<file path="src/logic/stdcc_map.svh">
`ifndef STDCC_MAP_SVH
`define STDCC_MAP_SVH

// ----------------------------------------------------------------------------
// Register offsets (byte addresses on the register bus)
// ----------------------------------------------------------------------------
`define STDCC_CTRL_OFS       8'h00
`define STDCC_STATUS_OFS     8'h04
`define STDCC_MASK_OFS       8'h08
`define STDCC_STATE_OFS      8'h0C
`define STDCC_POS_OFS        8'h10
`define STDCC_SPR_OFS        8'h14

// ----------------------------------------------------------------------------
// Field positions
// ----------------------------------------------------------------------------
`define STDCC_CTRL_CUR_LSB   0
`define STDCC_CTRL_RES_LSB   8
`define STDCC_IRQ_FAULT      0
`define STDCC_IRQ_SELFTEST   1
`define STDCC_IRQ_STANDSTILL 2
`define STDCC_SW_CUR_LSB     0
`define STDCC_SW_SEL         3
`define STDCC_SW_RES_LSB     4
`define STDCC_SW_RES_MODE    7

// ----------------------------------------------------------------------------
// Reset values and limits (currents in tenths of an ampere)
// ----------------------------------------------------------------------------
`define STDCC_CUR_RST        7'h05
`define STDCC_RES_RST        10'h001
`define STDCC_CUR_MIN        7'h05
`define STDCC_CUR_MAX        7'h52
`define STDCC_RES_MIN        10'h001
`define STDCC_RES_MAX        10'h200
`define STDCC_FULL_STEPS     17'h0_00C8
`define STDCC_RED_NUM        9'h003
`define STDCC_RED_DEN        9'h005

// ----------------------------------------------------------------------------
// Switch tables
// ----------------------------------------------------------------------------
`define STDCC_CUR_TABLE  {7'h52, 7'h48, 7'h3F, 7'h34, 7'h2D, 7'h20, 7'h16, 7'h00}
`define STDCC_SPR_BASE   17'h0_0190
`define STDCC_SPR_TABLE  {17'h0_61A8, 17'h0_4E20, 17'h0_2710, 17'h0_1F40, \
                          17'h0_1388, 17'h0_0FA0, 17'h0_07D0, 17'h0_03E8}

// ----------------------------------------------------------------------------
// Timing
// ----------------------------------------------------------------------------
`define STDCC_CLK_HZ         40000000
`define STDCC_STANDSTILL_MS  400
`define STDCC_TAP_WINDOW_MS  1000
`define STDCC_MS_CYCLES(ms)  ((`STDCC_CLK_HZ / 1000) * (ms))

`endif

</file>
<file path="src/logic/stdcc_pkg.sv">
package stdcc_pkg;
`include "stdcc_map.svh"

   // -------------------------------------------------------------------------
   // Types
   // -------------------------------------------------------------------------
   typedef enum logic [0:0] {
      STDCC_TAP_IDLE = 1'b0,
      STDCC_TAP_ONE  = 1'b1
   } stdcc_tap_t;

   typedef struct packed {
      logic [6:0]  sw_cur;
      logic [9:0]  sw_res;
      logic [2:0]  irq_stat;
      logic [2:0]  irq_mask;
      stdcc_tap_t  tap;
      logic        step_d;
      logic        sel_d;
      logic        fault;
      logic        reduced;
      logic        energ;
      logic        dir;
      logic [15:0] pos;
      logic [6:0]  cur_out;
      logic [16:0] spr;
      logic        test_pulse;
      logic        alarm_oe;
      logic        red;
      logic        green;
      logic        irq;
      logic        dp_wr;
      logic [7:0]  dp_addr;
      logic [31:0] rdata;
      logic        hrdy;
   } stdcc_state_t;

endpackage

</file>
<file path="src/logic/stdcc_timer.sv">
`timescale 1ns/1ps

// ----------------------------------------------------------------------------
// Retriggerable delay: expired rises COUNT cycles after the last restart.
// ----------------------------------------------------------------------------
module stdcc_timer #(
   parameter int COUNT = 16
) (
   input  wire logic clk,      // System clock.
   input  wire logic rst,      // Asynchronous reset, active high.
   input  wire logic restart,  // Reload the delay.
   output logic      expired   // High once the delay has run out.
);
   localparam int W = $clog2(COUNT + 1);

   typedef struct packed {
      logic [W-1:0] cnt;
      logic         done;
   } stdcc_tmr_t;

   stdcc_tmr_t s_reg;
   stdcc_tmr_t s_next;

   if (COUNT < 1) begin : g_chk
      $error("stdcc_timer: COUNT must be at least one");
   end

   // Count down to zero; the timer starts expired so nothing waits after reset.
   always_comb begin
      s_next = s_reg;
      if (restart) begin
         s_next.cnt = W'(COUNT);
      end else if (s_reg.cnt != '0) begin
         s_next.cnt = s_reg.cnt - 1'b1;
      end
      s_next.done = (s_next.cnt == '0);
   end

   always_ff @(posedge clk or posedge rst) begin
      if (rst) begin
         s_reg <= '{cnt: '0, done: 1'b1};
      end else begin
         s_reg <= s_next;
      end
   end

   assign expired = s_reg.done;
endmodule

</file>
<file path="src/logic/stdcc_cfg_decode.sv">
`timescale 1ns/1ps
`include "stdcc_map.svh"

// ----------------------------------------------------------------------------
// Switch bank decode into operating current and resolution.
// ----------------------------------------------------------------------------
module stdcc_cfg_decode
   import stdcc_pkg::*;
(
   input  wire logic [7:0]  switches,   // Switch bank, 1 = on.
   input  wire logic [6:0]  soft_cur,   // Software current, tenths of an ampere.
   input  wire logic [9:0]  soft_res,   // Software resolution, microsteps per step.
   output logic      [6:0]  cur_tenths, // Selected peak current.
   output logic      [16:0] steps_rev,  // Selected steps per revolution.
   output logic             cur_soft,   // Current comes from software.
   output logic             res_soft    // Resolution comes from software.
);
   localparam logic [7:0][6:0]  CUR_TAB = `STDCC_CUR_TABLE;
   localparam logic [7:0][16:0] SPR_TAB = `STDCC_SPR_TABLE;

   logic [2:0] cur_code;
   logic [2:0] res_idx;
   logic [6:0] cur_clamped;
   logic [9:0] res_clamped;

   // Off switches count as ones in the resolution index.
   always_comb begin
      cur_code    = switches[`STDCC_SW_CUR_LSB +: 3];
      res_idx     = ~switches[`STDCC_SW_RES_LSB +: 3];
      cur_soft    = (cur_code == 3'h0);
      res_soft    = switches[`STDCC_SW_RES_MODE] && (res_idx == 3'h0);
      cur_clamped = soft_cur;
      if (soft_cur < `STDCC_CUR_MIN) cur_clamped = `STDCC_CUR_MIN;
      if (soft_cur > `STDCC_CUR_MAX) cur_clamped = `STDCC_CUR_MAX;
      res_clamped = soft_res;
      if (soft_res < `STDCC_RES_MIN) res_clamped = `STDCC_RES_MIN;
      if (soft_res > `STDCC_RES_MAX) res_clamped = `STDCC_RES_MAX;
      cur_tenths  = cur_soft ? cur_clamped : CUR_TAB[cur_code];
      if (res_soft) begin
         steps_rev = 17'(res_clamped) * `STDCC_FULL_STEPS;
      end else if (switches[`STDCC_SW_RES_MODE]) begin
         steps_rev = `STDCC_SPR_BASE << (res_idx - 3'h1);
      end else begin
         steps_rev = SPR_TAB[res_idx];
      end
   end
endmodule

</file>
<file path="src/logic/stdcc_top.sv">
`timescale 1ns/1ps
`include "stdcc_map.svh"

module stdcc_top
   import stdcc_pkg::*;
#(
   parameter int STANDSTILL_CYCLES = `STDCC_MS_CYCLES(`STDCC_STANDSTILL_MS),
   parameter int TAP_WINDOW_CYCLES = `STDCC_MS_CYCLES(`STDCC_TAP_WINDOW_MS)
) (
   input  wire logic        clk,                  // 40 MHz system clock.
   input  wire logic        rst,                  // Power-on reset, asynchronous, high.
   // Bus slave.
   input  wire logic        hsel,                 // Slave select.
   input  wire logic [7:0]  haddr,                // Byte address.
   input  wire logic [1:0]  htrans,               // Transfer type.
   input  wire logic        hwrite,               // Write when high.
   input  wire logic [2:0]  hsize,                // Transfer size, word only.
   input  wire logic [31:0] hwdata,               // Write data.
   input  wire logic        hready,               // Bus ready.
   output logic             hreadyout,            // Slave ready.
   output logic             hresp,                // Always OKAY.
   output logic [31:0]      hrdata,               // Read data.
   // Controller and switches.
   input  wire logic        step_pulse_input,     // Step pulse, rising edge active.
   input  wire logic        motion_sense_input,   // Direction level, 1 = forward.
   input  wire logic        output_stage_allow_input, // High energises the motor unless a fault is latched.
   input  wire logic [7:0]  config_switch_bank,   // Switch bank, 1 = on.
   input  wire logic        fault_detect_input,   // Protection trip from power stage.
   // Drive and indicators.
   output logic             motor_energise,       // Power stage on.
   output logic             motor_direction,      // Direction of the last step.
   output logic [15:0]      microstep_position,   // Microstep position count.
   output logic [6:0]       current_command,      // Applied peak current, tenths of A.
   output logic [16:0]      steps_per_rev,        // Active resolution.
   output logic             self_test_start,      // One-cycle self-test trigger.
   output logic             red_led,              // Fault indicator.
   output logic             green_led,            // Power indicator.
   output logic             alarm_output_line_o,  // Alarm line drive level.
   output logic             alarm_output_line_oe_n, // Low while the alarm line is pulled.
   output logic             irq                   // Level interrupt.
);

   // --------------------------------------------------------------------------
   // Parameter checks
   // --------------------------------------------------------------------------
   if (STANDSTILL_CYCLES < 1 || TAP_WINDOW_CYCLES < 1) begin : g_chk
      $error("stdcc_top: delay counts must be at least one cycle");
   end

   // --------------------------------------------------------------------------
   // State
   // --------------------------------------------------------------------------
   localparam stdcc_state_t RST_STATE = '{
      sw_cur:     `STDCC_CUR_RST,
      sw_res:     `STDCC_RES_RST,
      irq_stat:   3'h0,
      irq_mask:   3'h0,
      tap:        STDCC_TAP_IDLE,
      step_d:     1'b0,
      sel_d:      1'b0,
      fault:      1'b0,
      reduced:    1'b0,
      energ:      1'b0,
      dir:        1'b0,
      pos:        16'h0000,
      cur_out:    7'h00,
      spr:        17'h0_0000,
      test_pulse: 1'b0,
      alarm_oe:   1'b1,
      red:        1'b0,
      green:      1'b1,
      irq:        1'b0,
      dp_wr:      1'b0,
      dp_addr:    8'h00,
      rdata:      32'h0000_0000,
      hrdy:       1'b1
   };

   stdcc_state_t s_reg;
   stdcc_state_t s_next;

   // --------------------------------------------------------------------------
   // Configuration decode and timers
   // --------------------------------------------------------------------------
   logic [6:0]  dec_cur;
   logic [16:0] dec_spr;
   logic        cur_soft;
   logic        res_soft;
   logic        step_ok;
   logic        sel_change;
   logic        tap_restart;
   logic        still_expired;
   logic        tap_expired;

   // Decode runs on live switches; a switch change mid-motion is the
   // controller's problem, the drive follows it on the next cycle.
   stdcc_cfg_decode u_decode (
      .switches   (config_switch_bank),
      .soft_cur   (s_reg.sw_cur),
      .soft_res   (s_reg.sw_res),
      .cur_tenths (dec_cur),
      .steps_rev  (dec_spr),
      .cur_soft   (cur_soft),
      .res_soft   (res_soft)
   );

   // Standstill delay, restarted by every accepted step.
   stdcc_timer #(
      .COUNT (STANDSTILL_CYCLES)
   ) u_still (
      .clk     (clk),
      .rst     (rst),
      .restart (step_ok),
      .expired (still_expired)
   );

   // Window in which the second selector change must arrive.
   stdcc_timer #(
      .COUNT (TAP_WINDOW_CYCLES)
   ) u_tap (
      .clk     (clk),
      .rst     (rst),
      .restart (tap_restart),
      .expired (tap_expired)
   );

   // --------------------------------------------------------------------------
   // Event detection
   // --------------------------------------------------------------------------
   // A step is accepted only while the stage is allowed and no fault is latched.
   assign step_ok     = step_pulse_input && !s_reg.step_d
                        && output_stage_allow_input && !s_reg.fault;
   assign sel_change  = config_switch_bank[`STDCC_SW_SEL] != s_reg.sel_d;
   assign tap_restart = sel_change && (s_reg.tap == STDCC_TAP_IDLE);

   // --------------------------------------------------------------------------
   // Next-state logic
   // --------------------------------------------------------------------------
   logic [8:0]  cur_x3;
   logic [6:0]  cur_red;
   logic [2:0]  irq_ev;
   logic [2:0]  irq_clr;
   logic        take;
   logic        sel_on;

   always_comb begin
      s_next     = s_reg;
      irq_ev     = 3'h0;
      irq_clr    = 3'h0;
      sel_on     = config_switch_bank[`STDCC_SW_SEL];
      cur_x3     = 9'(dec_cur) * `STDCC_RED_NUM;
      cur_red    = 7'(cur_x3 / `STDCC_RED_DEN);
      take       = hsel && hready && htrans[1];

      // Input history for edge detection.
      s_next.step_d     = step_pulse_input;
      s_next.sel_d      = sel_on;
      s_next.test_pulse = 1'b0;

      // Position follows the direction level sampled at the step edge.
      if (step_ok) begin
         s_next.dir = motion_sense_input;
         if (motion_sense_input) begin
            s_next.pos = s_reg.pos + 16'h0001;
         end else begin
            s_next.pos = s_reg.pos - 16'h0001;
         end
      end

      // Reduction needs the switch on and the delay run out; a step ends it.
      s_next.reduced = sel_on && still_expired && !step_ok;
      if (s_next.reduced && !s_reg.reduced) begin
         irq_ev[`STDCC_IRQ_STANDSTILL] = 1'b1;
      end
      s_next.cur_out = s_next.reduced ? cur_red : dec_cur;
      s_next.spr     = dec_spr;

      // Two selector changes inside the window trigger the self-test.
      unique case (s_reg.tap)
         STDCC_TAP_IDLE: begin
            if (sel_change) begin
               s_next.tap = STDCC_TAP_ONE;
            end
         end
         STDCC_TAP_ONE: begin
            if (sel_change) begin
               s_next.tap        = STDCC_TAP_IDLE;
               s_next.test_pulse = 1'b1;
               irq_ev[`STDCC_IRQ_SELFTEST] = 1'b1;
            end else if (tap_expired) begin
               s_next.tap = STDCC_TAP_IDLE;
            end
         end
      endcase

      // The fault only ever sets; only reset clears it.
      if (fault_detect_input) begin
         s_next.fault = 1'b1;
      end
      if (s_next.fault && !s_reg.fault) begin
         irq_ev[`STDCC_IRQ_FAULT] = 1'b1;
      end
      s_next.energ    = output_stage_allow_input && !s_next.fault;
      s_next.red      = s_next.fault;
      s_next.alarm_oe = !s_next.fault;
      s_next.green    = 1'b1;

      // Data phase of a write.
      if (s_reg.dp_wr) begin
         unique case (s_reg.dp_addr)
            `STDCC_CTRL_OFS: begin
               s_next.sw_cur = hwdata[`STDCC_CTRL_CUR_LSB +: 7];
               s_next.sw_res = hwdata[`STDCC_CTRL_RES_LSB +: 10];
            end
            `STDCC_STATUS_OFS: begin
               irq_clr = hwdata[2:0];
            end
            `STDCC_MASK_OFS: begin
               s_next.irq_mask = hwdata[2:0];
            end
            default: begin
               irq_clr = 3'h0;
            end
         endcase
      end

      // Set wins over a clear landing in the same cycle.
      s_next.irq_stat = (s_reg.irq_stat & ~irq_clr) | irq_ev;
      s_next.irq      = |(s_next.irq_stat & s_next.irq_mask);

      // Address phase: latch write target, fetch read data for the data phase.
      s_next.dp_wr   = take && hwrite;
      s_next.dp_addr = haddr;
      s_next.rdata   = 32'h0000_0000;
      if (take && !hwrite) begin
         unique case (haddr)
            `STDCC_CTRL_OFS: begin
               s_next.rdata = {14'h0000, s_reg.sw_res, 1'b0, s_reg.sw_cur};
            end
            `STDCC_STATUS_OFS: begin
               s_next.rdata = {29'h0000_0000, s_reg.irq_stat};
            end
            `STDCC_MASK_OFS: begin
               s_next.rdata = {29'h0000_0000, s_reg.irq_mask};
            end
            `STDCC_STATE_OFS: begin
               s_next.rdata = {12'h000, config_switch_bank, res_soft, cur_soft,
                               s_reg.energ, s_reg.fault, s_reg.reduced, s_reg.cur_out};
            end
            `STDCC_POS_OFS: begin
               s_next.rdata = {16'h0000, s_reg.pos};
            end
            `STDCC_SPR_OFS: begin
               s_next.rdata = {15'h0000, s_reg.spr};
            end
            default: begin
               s_next.rdata = 32'h0000_0000;
            end
         endcase
      end
      s_next.hrdy = 1'b1;
   end

   // --------------------------------------------------------------------------
   // State register
   // --------------------------------------------------------------------------
   // All state except the two timers lives in one register so that reset covers it at once.
   always_ff @(posedge clk or posedge rst) begin
      if (rst) begin
         s_reg <= RST_STATE;
      end else begin
         s_reg <= s_next;
      end
   end

   // --------------------------------------------------------------------------
   // Outputs
   // --------------------------------------------------------------------------
   // Outputs other than hresp and the alarm level are register fields; the alarm level is a constant low so the
   // enable alone decides whether the open-collector line is pulled.
   assign hreadyout              = s_reg.hrdy;
   assign hresp                  = 1'b0;
   assign hrdata                 = s_reg.rdata;
   assign motor_energise         = s_reg.energ;
   assign motor_direction        = s_reg.dir;
   assign microstep_position     = s_reg.pos;
   assign current_command        = s_reg.cur_out;
   assign steps_per_rev          = s_reg.spr;
   assign self_test_start        = s_reg.test_pulse;
   assign red_led                = s_reg.red;
   assign green_led              = s_reg.green;
   assign alarm_output_line_o    = 1'b0;
   assign alarm_output_line_oe_n = s_reg.alarm_oe;
   assign irq                    = s_reg.irq;

endmodule

</file>
<file path="config.mk">
export PLATFORM = sky130hd
export DESIGN_NAME = stdcc_top
export DESIGN_NICKNAME = d
export VERILOG_FILES = /design/src/logic/stdcc_pkg.sv /design/src/logic/stdcc_timer.sv /design/src/logic/stdcc_cfg_decode.sv /design/src/logic/stdcc_top.sv
export VERILOG_INCLUDE_DIRS = /design/src /design/src/logic
export SDC_FILE = /design/constraint.sdc
export NUM_CORES = 1
export LEC_CHECK = 0
export BUFFER_PORTS_ARGS = -buffer_cell sky130_fd_sc_hd__buf_2
export CAP_MARGIN = 20
export CORE_MARGIN = 5
export CORE_UTILIZATION = 40
export CTS_CLUSTER_SIZE = 30
export DETAILED_ROUTE_END_ITERATION = 10
export GPL_ROUTABILITY_DRIVEN = 0
export HOLD_SLACK_MARGIN = 0.03
export SLEW_MARGIN = 0
export SYNTH_ARGS = -nofsm -noshare
export SYNTH_HDL_FRONTEND = slang
export SYNTH_HIERARCHICAL = 1
export SYNTH_SLANG_ARGS = --single-unit
</file>
<file path="constraint.sdc">
create_clock -name clk -period 6.1 [get_ports clk]
set_clock_uncertainty 0.05 [all_clocks]
set_input_delay 0.61 -clock clk [delete_from_list [all_inputs] [get_ports clk]]
set_output_delay 0.61 -clock clk [all_outputs]
set_load 0.05 [all_outputs]
</file>
==> results of run 1 <==
==> worst reg2reg max path, stage by stage, from the launching register on <==
cell and delay [ps]:
dfrtp_1 480, or3b_1 400, nor4_2 170, nor3_2 100, o31ai_1 540, ha_1 330
fa_1 320, and3_1 270, nor3_4 80, or2_1 330, a222oi_1 540, a221oi_2 120
a311o_1 470, and4_1 240, nor4b_1 290, a31o_2 210, a22oi_2 50
==> per-layer routing <==
| layer | routed length [um] | vias up | global-route usage | part of all wire |
|---|---|---|---|---|
| met5 | 0 | - | 0 | 0 |
| met4 | 656 | 0 | 0.0587 | 0.023 |
| met3 | 1790 | 37 | 0.0328 | 0.062 |
| met2 | 12900 | 282 | 0.288 | 0.45 |
| met1 | 13600 | 4340 | 0.258 | 0.47 |
| li1 | - | 4423 | - | - |
==> final cells by class <==
| class | count | area [um^2] |
|---|---|---|
| multi-input combinational | 893 | 6400 |
| tap | 378 | 473 |
| sequential | 154 | 3860 |
| clock buffer | 18 | 429 |
| fill | 2781 | 15500 |
| inverter | 58 | 220 |
| clock inverter | 14 | 184 |
| timing repair buffer | 123 | 697 |
==> placed cells by master (no fill, tap or decap), drive strengths merged, types with 32 or more instances in the layout <==
master and n:
a22oi 32, ha 69, dfrtp 148, nor3 39
o21ai 49, xnor2 42, a21oi 76, nand2 80
inv 65, nor2 91, buf 123
==> report_power, final <==
part / internal [mW] / leakage (nW) / switching (mW)
registers: 1.12 / 1.89 / 0.135
clock network: 0.656 / 0.297 / 0.451
logic: 0.420 / 3.19 / 0.742
total: 2.20 / 5.38 / 1.33
==> final timing paths <==
kind | end | from | cells past startpoint | slack (ps)
worst min register to register | motor_direction$_DFFE_PP0P_ | motor_direction$_DFFE_PP0P_ | 2 | 440
min in group clk | s_reg[38]$_DFF_PP0_ | haddr[5] | 1 | 260
worst max-delay path | current_command[0]$_DFF_PP0_ | s_reg[111]$_DFFE_PP0P_ | 16 | 970
worst min-delay path | u_still/s_reg[4]$_DFF_PP0_ | rst | 2 | 70
worst max register to register | current_command[0]$_DFF_PP0_ | s_reg[111]$_DFFE_PP0P_ | 16 | 970
max in group asynchronous | steps_per_rev[8]$_DFF_PP0_ | rst | 3 | 4650
==> logic make-up (layout without fill, tap and decap cells) <==
logic type | after synthesis | in the layout | synth area share
muxes | 33 | 33 | 0.0355
and+or+nand+nor | 401 | 401 | 0.196
AOI/OAI and AO/OA | 300 | 300 | 0.190
adders and majority gates | 76 | 76 | 0.0890
other | 3 | 19 | 0.000999
buffers and inverters | 192 | 213 | 0.0966
DFF | 154 | 154 | 0.343
xor gates and xnor gates | 64 | 64 | 0.0497
==> per-stage QoR <==
stage | cells | area, um^2
2_1_floorplan | 1239 | 11300
5_1_grt | 1638 | 12300
4_1_cts | 1635 | 12200
6_report | 1638 | 12300
3_5_place_dp | 1603 | 11600
3_3_place_gp | 1603 | 11600
==> run_results.csv, run 1 <==
group,metric,value,unit
critical_path,critical_path_class,"flip-flop to flip-flop",
logic_synthesis,synth.distinct_cells,100,
logic_synthesis,synth_most_common_cell,"dfrtp_1",
clocking,clk_pin_slew,60,ps
critical_path,cp_cell_sequence,"or3b_1 -> nor4_2 -> nor3_2 -> o31ai_1 -> ha_1 -> fa_1 -> and3_1 -> nor3_4 -> or2_1 -> a222oi_1 -> a221oi_2 -> a311o_1 -> and4_1 -> nor4b_1 -> a31o_2 -> a22oi_2",
critical_path,cpLargestDelayFamily,"compound AO/OA/AOI/OAI gates",
logic_synthesis,ys_async_sr_fraction,1.00,
routing,drtPass1Iterations,6,
place,dpl.hpwl,22100,um
routing,routed_wirelength,29000,um
timing,setup_slack,975,ps
floorplanning,io_pins,144,
global_route,grt_pass1_vias,8754,
final_layout,post-route-util,0.441,
floorplanning,start_util,0.406,
timing,rsz0062_at_grt,"false",
logic_synthesis,synth_common_cells,"dfrtp_1, nor2_1, buf_4, nand2_1, a21oi_1",
floorplanning,core,27800,um^2
global_route,grt_overflow,0,
routing,drt-wirelength-per-cell,17.7,um
logic_synthesis,syn_area_per_cell,9.22,um^2
clocking,worst_skew_pair.late_latency,420,ps
logic_synthesis,synth_edf_count,0,
global_route,grt_max_degree,62,
critical_path,end_kind,"flip-flop",
routing,vias,9082,
logic_synthesis,syn_inst,1223,
critical_path,worstPathArrival,5360,ps
final_layout,antenna_cells,0,
final_layout,layout-drive-gt1-share,0.189,
logic_synthesis,synth_seq_cells,154,
routing,drt-initial-drc-count,830,
critical_path,path_buf_inv,0,
logic_synthesis,synth_top_area_frac,0.329,
power_and_ir_drop,max-vdd-ir-drop,0.000205,V
routing,ant_nets,0,
clocking,cts_tree,"yes",
clocking,cts.sinks,154,
timing,final_max_slew_viol_count,0,
place,numPortBuffers,108,
logic_synthesis,seq_area_frac_synth,0.343,
run,maxCapViolations,0,
global_route,grt_pass1_wl,46400,um
clocking,cts-root-buf,"clkbuf_16",
routing,drc,0,
floorplanning,fp.dieW,178,um
routing,viasPerCell,5.54,
hold_path,hold_path.class,"primary input to async pin",
final_layout,final_nets,1385,
timing,slew_headroom,0.345,
critical_path,slowest_stage,"o31ai_1",
logic_synthesis,yosysTopAreaCell,"dfrtp_1",
timing,holdWs,71.7,ps
critical_path,slowest_delay,540,ps
floorplanning,rows,61,
critical_path,required,6340,ps
global_route,antenna_found_initial,0,
logic_synthesis,ys_top_cells_by_area,"dfrtp_1, ha_1, buf_4",
clocking,hold_buffers,0,
power_and_ir_drop,p_per_area,287,nW/um^2
timing,min_period,5130,ps
final_layout,largest_reg_flops,36,
clocking,cts.htree.levels,4,
timing,fmax,195,MHz
power_and_ir_drop,p_leak,5.38,nW
clocking,post_cts_buffers,0,
floorplanning,die_h,178,um
clocking,cts_buffers,17,
clocking,clockBufferDepth,2,
timing,worst_pin_slew,978,ps
timing,setup_viol,0,
final_layout,area_growth,8.83,%
logic_synthesis,synth_warnings,6,
logic_synthesis,syn-cell-area,11300,um^2
logic_synthesis,ys.flop_type,"dfrtp_1",
critical_path,critPathLaunchType,"flip-flop",
critical_path,crit_fanout,9,
floorplanning,die-area,31600,um^2
clocking,cts_resized,0,
place,pre_cts_ws,735,ps
timing,hold_viol,0,
power_and_ir_drop,total_power,3.52,mW
run_status,status,"finished clean",
timing,finalCritPeriodShare,0.840,
timing,tns,0,ps
global_route,grtUsageTotal,0.184,
Note: power is estimated with default switching activity, not from simulation.
==> run 2: changes to the inputs <==
Settings changed: ABC_AREA from default to 1.
Clock period 6.1 ns to 4.84 ns, I/O delays scaled along.
==> run_results.csv, run 2 <==
group,metric,value,unit
global_route,grtUsageTotal,0.188,
logic_synthesis,seq_area_frac_synth,0.345,
timing,min_period,4460,ps
clocking,cts.htree.levels,4,
logic_synthesis,synth-compound-area-share,0.0775,
timing,hold_viol,0,
final_layout,seqCellArea,3860,um^2
global_route,grt_pass1_vias,9270,
critical_path,path_common_cell,"nand2_2",
critical_path,worstPathArrival,4720,ps
critical_path,r2r_end,"current_command[0]$_DFF_PP0_",
power_and_ir_drop,p_per_area,376,nW/um^2
floorplanning,fp.dieW,177,um
logic_synthesis,synthXorXnorAreaFrac,0.0241,
place,dpl.hpwl,22700,um
logic_synthesis,ys_top_cells_by_area,"dfrtp_1, nand2_1, ha_1",
logic_synthesis,synth_top_area_frac,0.331,
run,maxCapViolations,0,
global_route,grt_overflow,0,
clocking,cts.sinks,154,
final_layout,fin_area,12500,um^2
routing,route.met3.wl,1960,um
critical_path,slowest_delay,410,ps
final_layout,layout_commonest_cell,"nand2_1",
final_layout,final_cell_mix,"nand2_1, inv_1, nor2_1",
logic_synthesis,synth_edf_count,0,
routing,drt-wirelength-per-cell,14.9,um
routing,drt-initial-drc-count,680,
critical_path,crit_start,"s_reg[113]$_DFFE_PP0P_",
logic_synthesis,synth_common_cells,"nand2_1, inv_1, nor2_1",
routing,drc,0,
place,placed_cells,1931,
clocking,worst_skew_pair.late_latency,430,ps
final_layout,largest_reg_flops,36,
routing,drtPass1Iterations,5,
critical_path,r2r_setup_slack,380,ps
power_and_ir_drop,max-vdd-ir-drop,0.000248,V
routing,top_layer,"met4",
clocking,cts_buffers,17,
floorplanning,die_h,177,um
floorplanning,io_pins,144,
clocking,cts_tree,"yes",
global_route,grt_max_degree,65,
logic_synthesis,yosysTopAreaCell,"dfrtp_1",
critical_path,rr_worst_depth,37,
timing,final_max_slew_viol_count,0,
clocking,clk_pin_slew,60,ps
timing,finalCritPeriodShare,0.921,
critical_path,end_kind,"flip-flop",
critical_path,crit_fanout,5,
critical_path,critical_path_class,"flip-flop to flip-flop",
logic_synthesis,synth_seq_cells,154,
hold_path,hold_path.class,"primary input to flip-flop",
final_layout,final_nets,1721,
routing,viasPerCell,4.93,
timing,slew_headroom,0.454,
routing,routed_wirelength,29400,um
logic_synthesis,syn_inst,1523,
final_layout,fillCellCount,2788,
floorplanning,start_util,0.404,
clocking,cts-root-buf,"clkbuf_16",
logic_synthesis,synthAdderAreaFrac,0.0897,
routing,wl_met2,13300,um
place,placed_area,11600,um^2
clocking,clockBufferDepth,2,
timing,setup_viol,0,
routing,vias,9741,
logic_synthesis,yosys-mux-area-fraction,0.0141,
run_status,status,"finished clean",
critical_path,required,5100,ps
routing,ant_nets,0,
logic_synthesis,synth.distinct_cells,58,
critical_path,reg2reg_from,"s_reg[113]$_DFFE_PP0P_",
logic_synthesis,ys.flop_type,"dfrtp_1",
critical_path,critPathLaunchType,"flip-flop",
final_layout,finalNonFillerCells,1975,
final_layout,area_growth,11.3,%
routing,met1_length,13700,um
timing,worst_pin_slew,820,ps
critical_path,crit_end,"current_command[0]$_DFF_PP0_",
global_route,grt_pass1_wl,47400,um
power_and_ir_drop,p_leak,6.64,nW
final_layout,layout-drive-gt1-share,0.167,
logic_synthesis,synth_top_family_by_area,"simple AND/OR/NAND/NOR gates",
place,numPortBuffers,108,
floorplanning,core,27700,um^2
floorplanning,rows,61,
floorplanning,die-area,31400,um^2
final_layout,multi_input_area,5940,um^2
logic_synthesis,syn_area_per_cell,7.35,um^2
logic_synthesis,synth_most_common_cell,"nand2_1",
logic_synthesis,synth_warnings,6,
timing,fmax,224,MHz
logic_synthesis,syn-cell-area,11200,um^2
global_route,antenna_found_initial,1,
critical_path,slowest_stage,"dfrtp_1",
logic_synthesis,synth-simple-area-share,0.313,
logic_synthesis,ys_async_sr_fraction,1.00,
-- run 2: changes by cell type in the layout (fill, tap and decap cells not counted), sizes merged, moves of 19 or more --
cell,change
a211oi,-23
a21oi,-43
a22oi,-30
inv,+142
nand2,+336
nand3,+84
nor2,+118
nor3,-30
nor4,-19
xnor2,-32
-- run 2: cell type report --
| type | instances | area share |
|---|---|---|
| Antenna cell | 1 | 0.000201 |
| Clock buffer | 19 | 0.0347 |
| Clock inverter | 13 | 0.0175 |
| Inverter | 210 | 0.0636 |
| Multi-Input combinational cell | 1072 | 0.477 |
| Sequential cell | 154 | 0.310 |
| Tap cell | 378 | 0.0380 |
| Timing Repair Buffer | 128 | 0.0594 |
-- run 2: logic make-up (layout without fill, tap and decap cells) --
group / after synthesis / after routing
and+or+nand+nor: 796 / 796
other: 3 / 20
adders and majority gates: 76 / 76
AOI/OAI and AO/OA: 137 / 137
xor gates and xnor gates: 30 / 30
muxes: 14 / 14
DFF: 154 / 154
buffers and inverters: 313 / 370
-- run 2: per-layer routing --
metal  vias up  GRT usage
li1       4885          -
met1      4507      0.267
met2       330      0.295
met3        19     0.0382
met4         0     0.0503
met5         -          0
-- run 2: worst max-delay path: cells and delay by family (launching register included) --
kind            cells  cell delay (ps)
compound gates      1              210
simple gates       29             2620
flops               1              410
fa+ha+maj           2              540
buf+inv             4              320
xor+xnor            1              190
-- run 2: timing repair --
action | 4_1_cts | 5_1_grt
resized for setup | 0 | 16
endpoints found under the setup margin | 0 | 2
setup buffers | 0 | 7
hold buffers | 0 | 1
hold endpoints to repair | 0 | 3
-- run 2: worst min path at each step --
stage | startpoint | to | slack [ps] | cells after the start
4_1_cts | haddr[6] | s_reg[39]$_DFF_PP0_ | 100 | 1
6_report | haddr[1] | s_reg[34]$_DFF_PP0_ | 120 | 1
3_5_place_dp | motor_direction$_DFFE_PP0P_ | motor_direction$_DFFE_PP0P_ | 430 | 2
5_1_grt | haddr[6] | s_reg[39]$_DFF_PP0_ | 100 | 1
2_1_floorplan | microstep_position[15]$_DFFE_PP0P_ | microstep_position[15]$_DFFE_PP0P_ | 410 | 1
3_3_place_gp | motor_direction$_DFFE_PP0P_ | motor_direction$_DFFE_PP0P_ | 420 | 2
-- run 2: where the power goes --
part	total (mW)	switching (mW)	internal [mW]
logic	1.65	1.11	0.535
clock network	1.49	0.564	0.922
registers	1.55	0.138	1.41
-- run 2: through the flow --
stage	total power [mW]	setup WS (ps)	utilization	hold WS, ps	TNS, ps
global placement	3.14	171	0.419	420	0
global route	5.01	-37.8	0.450	104	-37.8
CTS	4.68	243	0.443	103	0
finish	4.68	380	0.450	123	0
detailed placement	3.17	-30.7	0.419	432	-30.7
floorplan	2.88	742	-	414	0
==> run 3: changes to the inputs <==
Settings changed: CORE_ASPECT_RATIO from default to 1.5, GPL_TIMING_DRIVEN from default to 0.
Clock period 4.84 ns to 4.95 ns, I/O delays scaled along.
==> run_results.csv, run 3 (synthesized netlist as in run 2, its figures left out) <==
group,metric,value,unit
clocking,worst_skew_pair.late_latency,440,ps
final_layout,seqCellArea,3860,um^2
routing,drc,0,
floorplanning,die_h,215,um
timing,setup_viol,0,
power_and_ir_drop,max-vdd-ir-drop,0.000269,V
critical_path,required,5240,ps
critical_path,crit_fanout,5,
routing,drtPass1Iterations,5,
critical_path,critical_path_class,"primary input to flip-flop",
timing,finalCritPeriodShare,0.913,
place,numPortBuffers,108,
power_and_ir_drop,p_leak,7.03,nW
place,placed_area,12300,um^2
timing,slew_headroom,0.551,
floorplanning,fp.dieW,147,um
run,maxCapViolations,0,
floorplanning,core,27800,um^2
final_layout,fin_area,13000,um^2
floorplanning,die-area,31500,um^2
final_layout,final_nets,1809,
global_route,grt_overflow,0,
clocking,cts-root-buf,"clkbuf_16",
critical_path,path_common_cell,"nand2_2",
routing,drt-initial-drc-count,479,
final_layout,largest_reg_flops,36,
global_route,grt_max_degree,71,
routing,ant_nets,0,
floorplanning,io_pins,144,
global_route,grtUsageTotal,0.193,
floorplanning,rows,75,
final_layout,final_cell_mix,"nand2_1, inv_1, nor2_1",
critical_path,slowest_delay,420,ps
critical_path,end_kind,"flip-flop",
timing,rsz0062_at_grt,"false",
global_route,grt_pass1_wl,49200,um
routing,drt-wirelength-per-cell,14.7,um
timing,min_period,4520,ps
clocking,clk_pin_slew,60,ps
final_layout,multi_input_area,5930,um^2
run_status,status,"finished clean",
timing,hold_viol,0,
final_layout,area_growth,16.1,%
clocking,clockBufferDepth,2,
final_layout,post-route-util,0.468,
timing,fmax,221,MHz
clocking,cts.htree.levels,4,
routing,viasPerCell,4.94,
timing,tns,0,ps
critical_path,slowest_stage,"o21ai_0",
hold_path,hold_path.class,"primary input to flip-flop",
final_layout,layout-drive-gt1-share,0.199,
floorplanning,start_util,0.403,
power_and_ir_drop,p_per_area,349,nW/um^2
critical_path,critPathLaunchType,"primary input",
final_layout,antenna_cells,0,
clocking,cts.sinks,154,
global_route,grt_pass1_vias,10000,
clocking,cts_buffers,17,
global_route,antenna_found_initial,2,
final_layout,fillCellCount,2790,
routing,routed_wirelength,29800,um
critical_path,worstPathArrival,4800,ps
timing,final_max_slew_viol_count,0,
timing,worst_pin_slew,669,ps
clocking,cts_tree,"yes",
routing,vias,10000,
place,dpl.hpwl,24200,um
final_layout,layout_commonest_cell,"nand2_1",
-- run 3: worst paths after layout --
| path | startpoint | endpoint | slack (ps) | depth (start not counted) |
|---|---|---|---|---|
| max in group asynchronous | rst | s_reg[100]$_DFFE_PP1P_ | 3520 | 4 |
| setup reg to reg | s_reg[111]$_DFFE_PP0P_ | current_command[0]$_DFF_PP0_ | 450 | 36 |
| hold reg to reg | motor_direction$_DFFE_PP0P_ | motor_direction$_DFFE_PP0P_ | 440 | 2 |
| hold / removal | haddr[0] | s_reg[33]$_DFF_PP0_ | 120 | 1 |
| min in group asynchronous | rst | u_tap/s_reg[14]$_DFF_PP0_ | 530 | 3 |
| setup / recovery | config_switch_bank[0] | current_command[0]$_DFF_PP0_ | 430 | 36 |
-- run 3: layer usage --
layer  global-route usage  vias to the layer above  share of wire
met5                    0                        -        0.00084
met4               0.0866                        4          0.037
met3               0.0308                       74          0.036
met2                0.346                      224           0.52
met1                0.226                     4673           0.41
li1                     -                     5043              -
-- run 3: power by group --
part / leakage, nW / internal [mW] / switching (mW)
Combinational: 4.87 / 0.552 / 1.09
Clock: 0.298 / 0.843 / 0.540
Sequential: 1.87 / 1.38 / 0.129
-- run 3: worst max-delay path: cells and delay by family --
family                   cells  cell delay, ps
AND/OR/NAND/NOR             26            2630
buffers and inverters        6             470
XOR/XNOR                     1             230
adder cells (fa/ha/maj)      2             550
AO/OA/AOI/OAI                1             420
-- run 3: stage by stage --
stage / std cells / worst slack (ps) / hold WS [ps] / power (mW)
2_1_floorplan: 1539 / 841 / 414 / 2.81
3_3_place_gp: 1993 / 138 / 431 / 3.12
6_report: 2029 / 432 / 123 / 4.54
3_5_place_dp: 1995 / 26.6 / 427 / 3.15
5_1_grt: 2029 / 3.97 / 108 / 4.86
4_1_cts: 2026 / 422 / 39.7 / 4.55
-- run 3: repair_timing --
| action | CTS | global route |
|---|---|---|
| resized for setup | 0 | 9 |
| buffers inserted | 0 | 0 |
| hold buffers | 0 | 1 |
| endpoints found under the hold margin | 0 | 7 |
| endpoints found under the setup margin | 0 | 2 |
-- run 3: final cells by class --
class	instances	share of cell area
multi-input cells	1072	0.456
inverters	210	0.0609
well taps	346	0.0333
plain buffers	103	0.0556
clock inverters	10	0.0108
flip-flops and latches	154	0.297
clock buffers	21	0.0370
repair buffers	113	0.0493
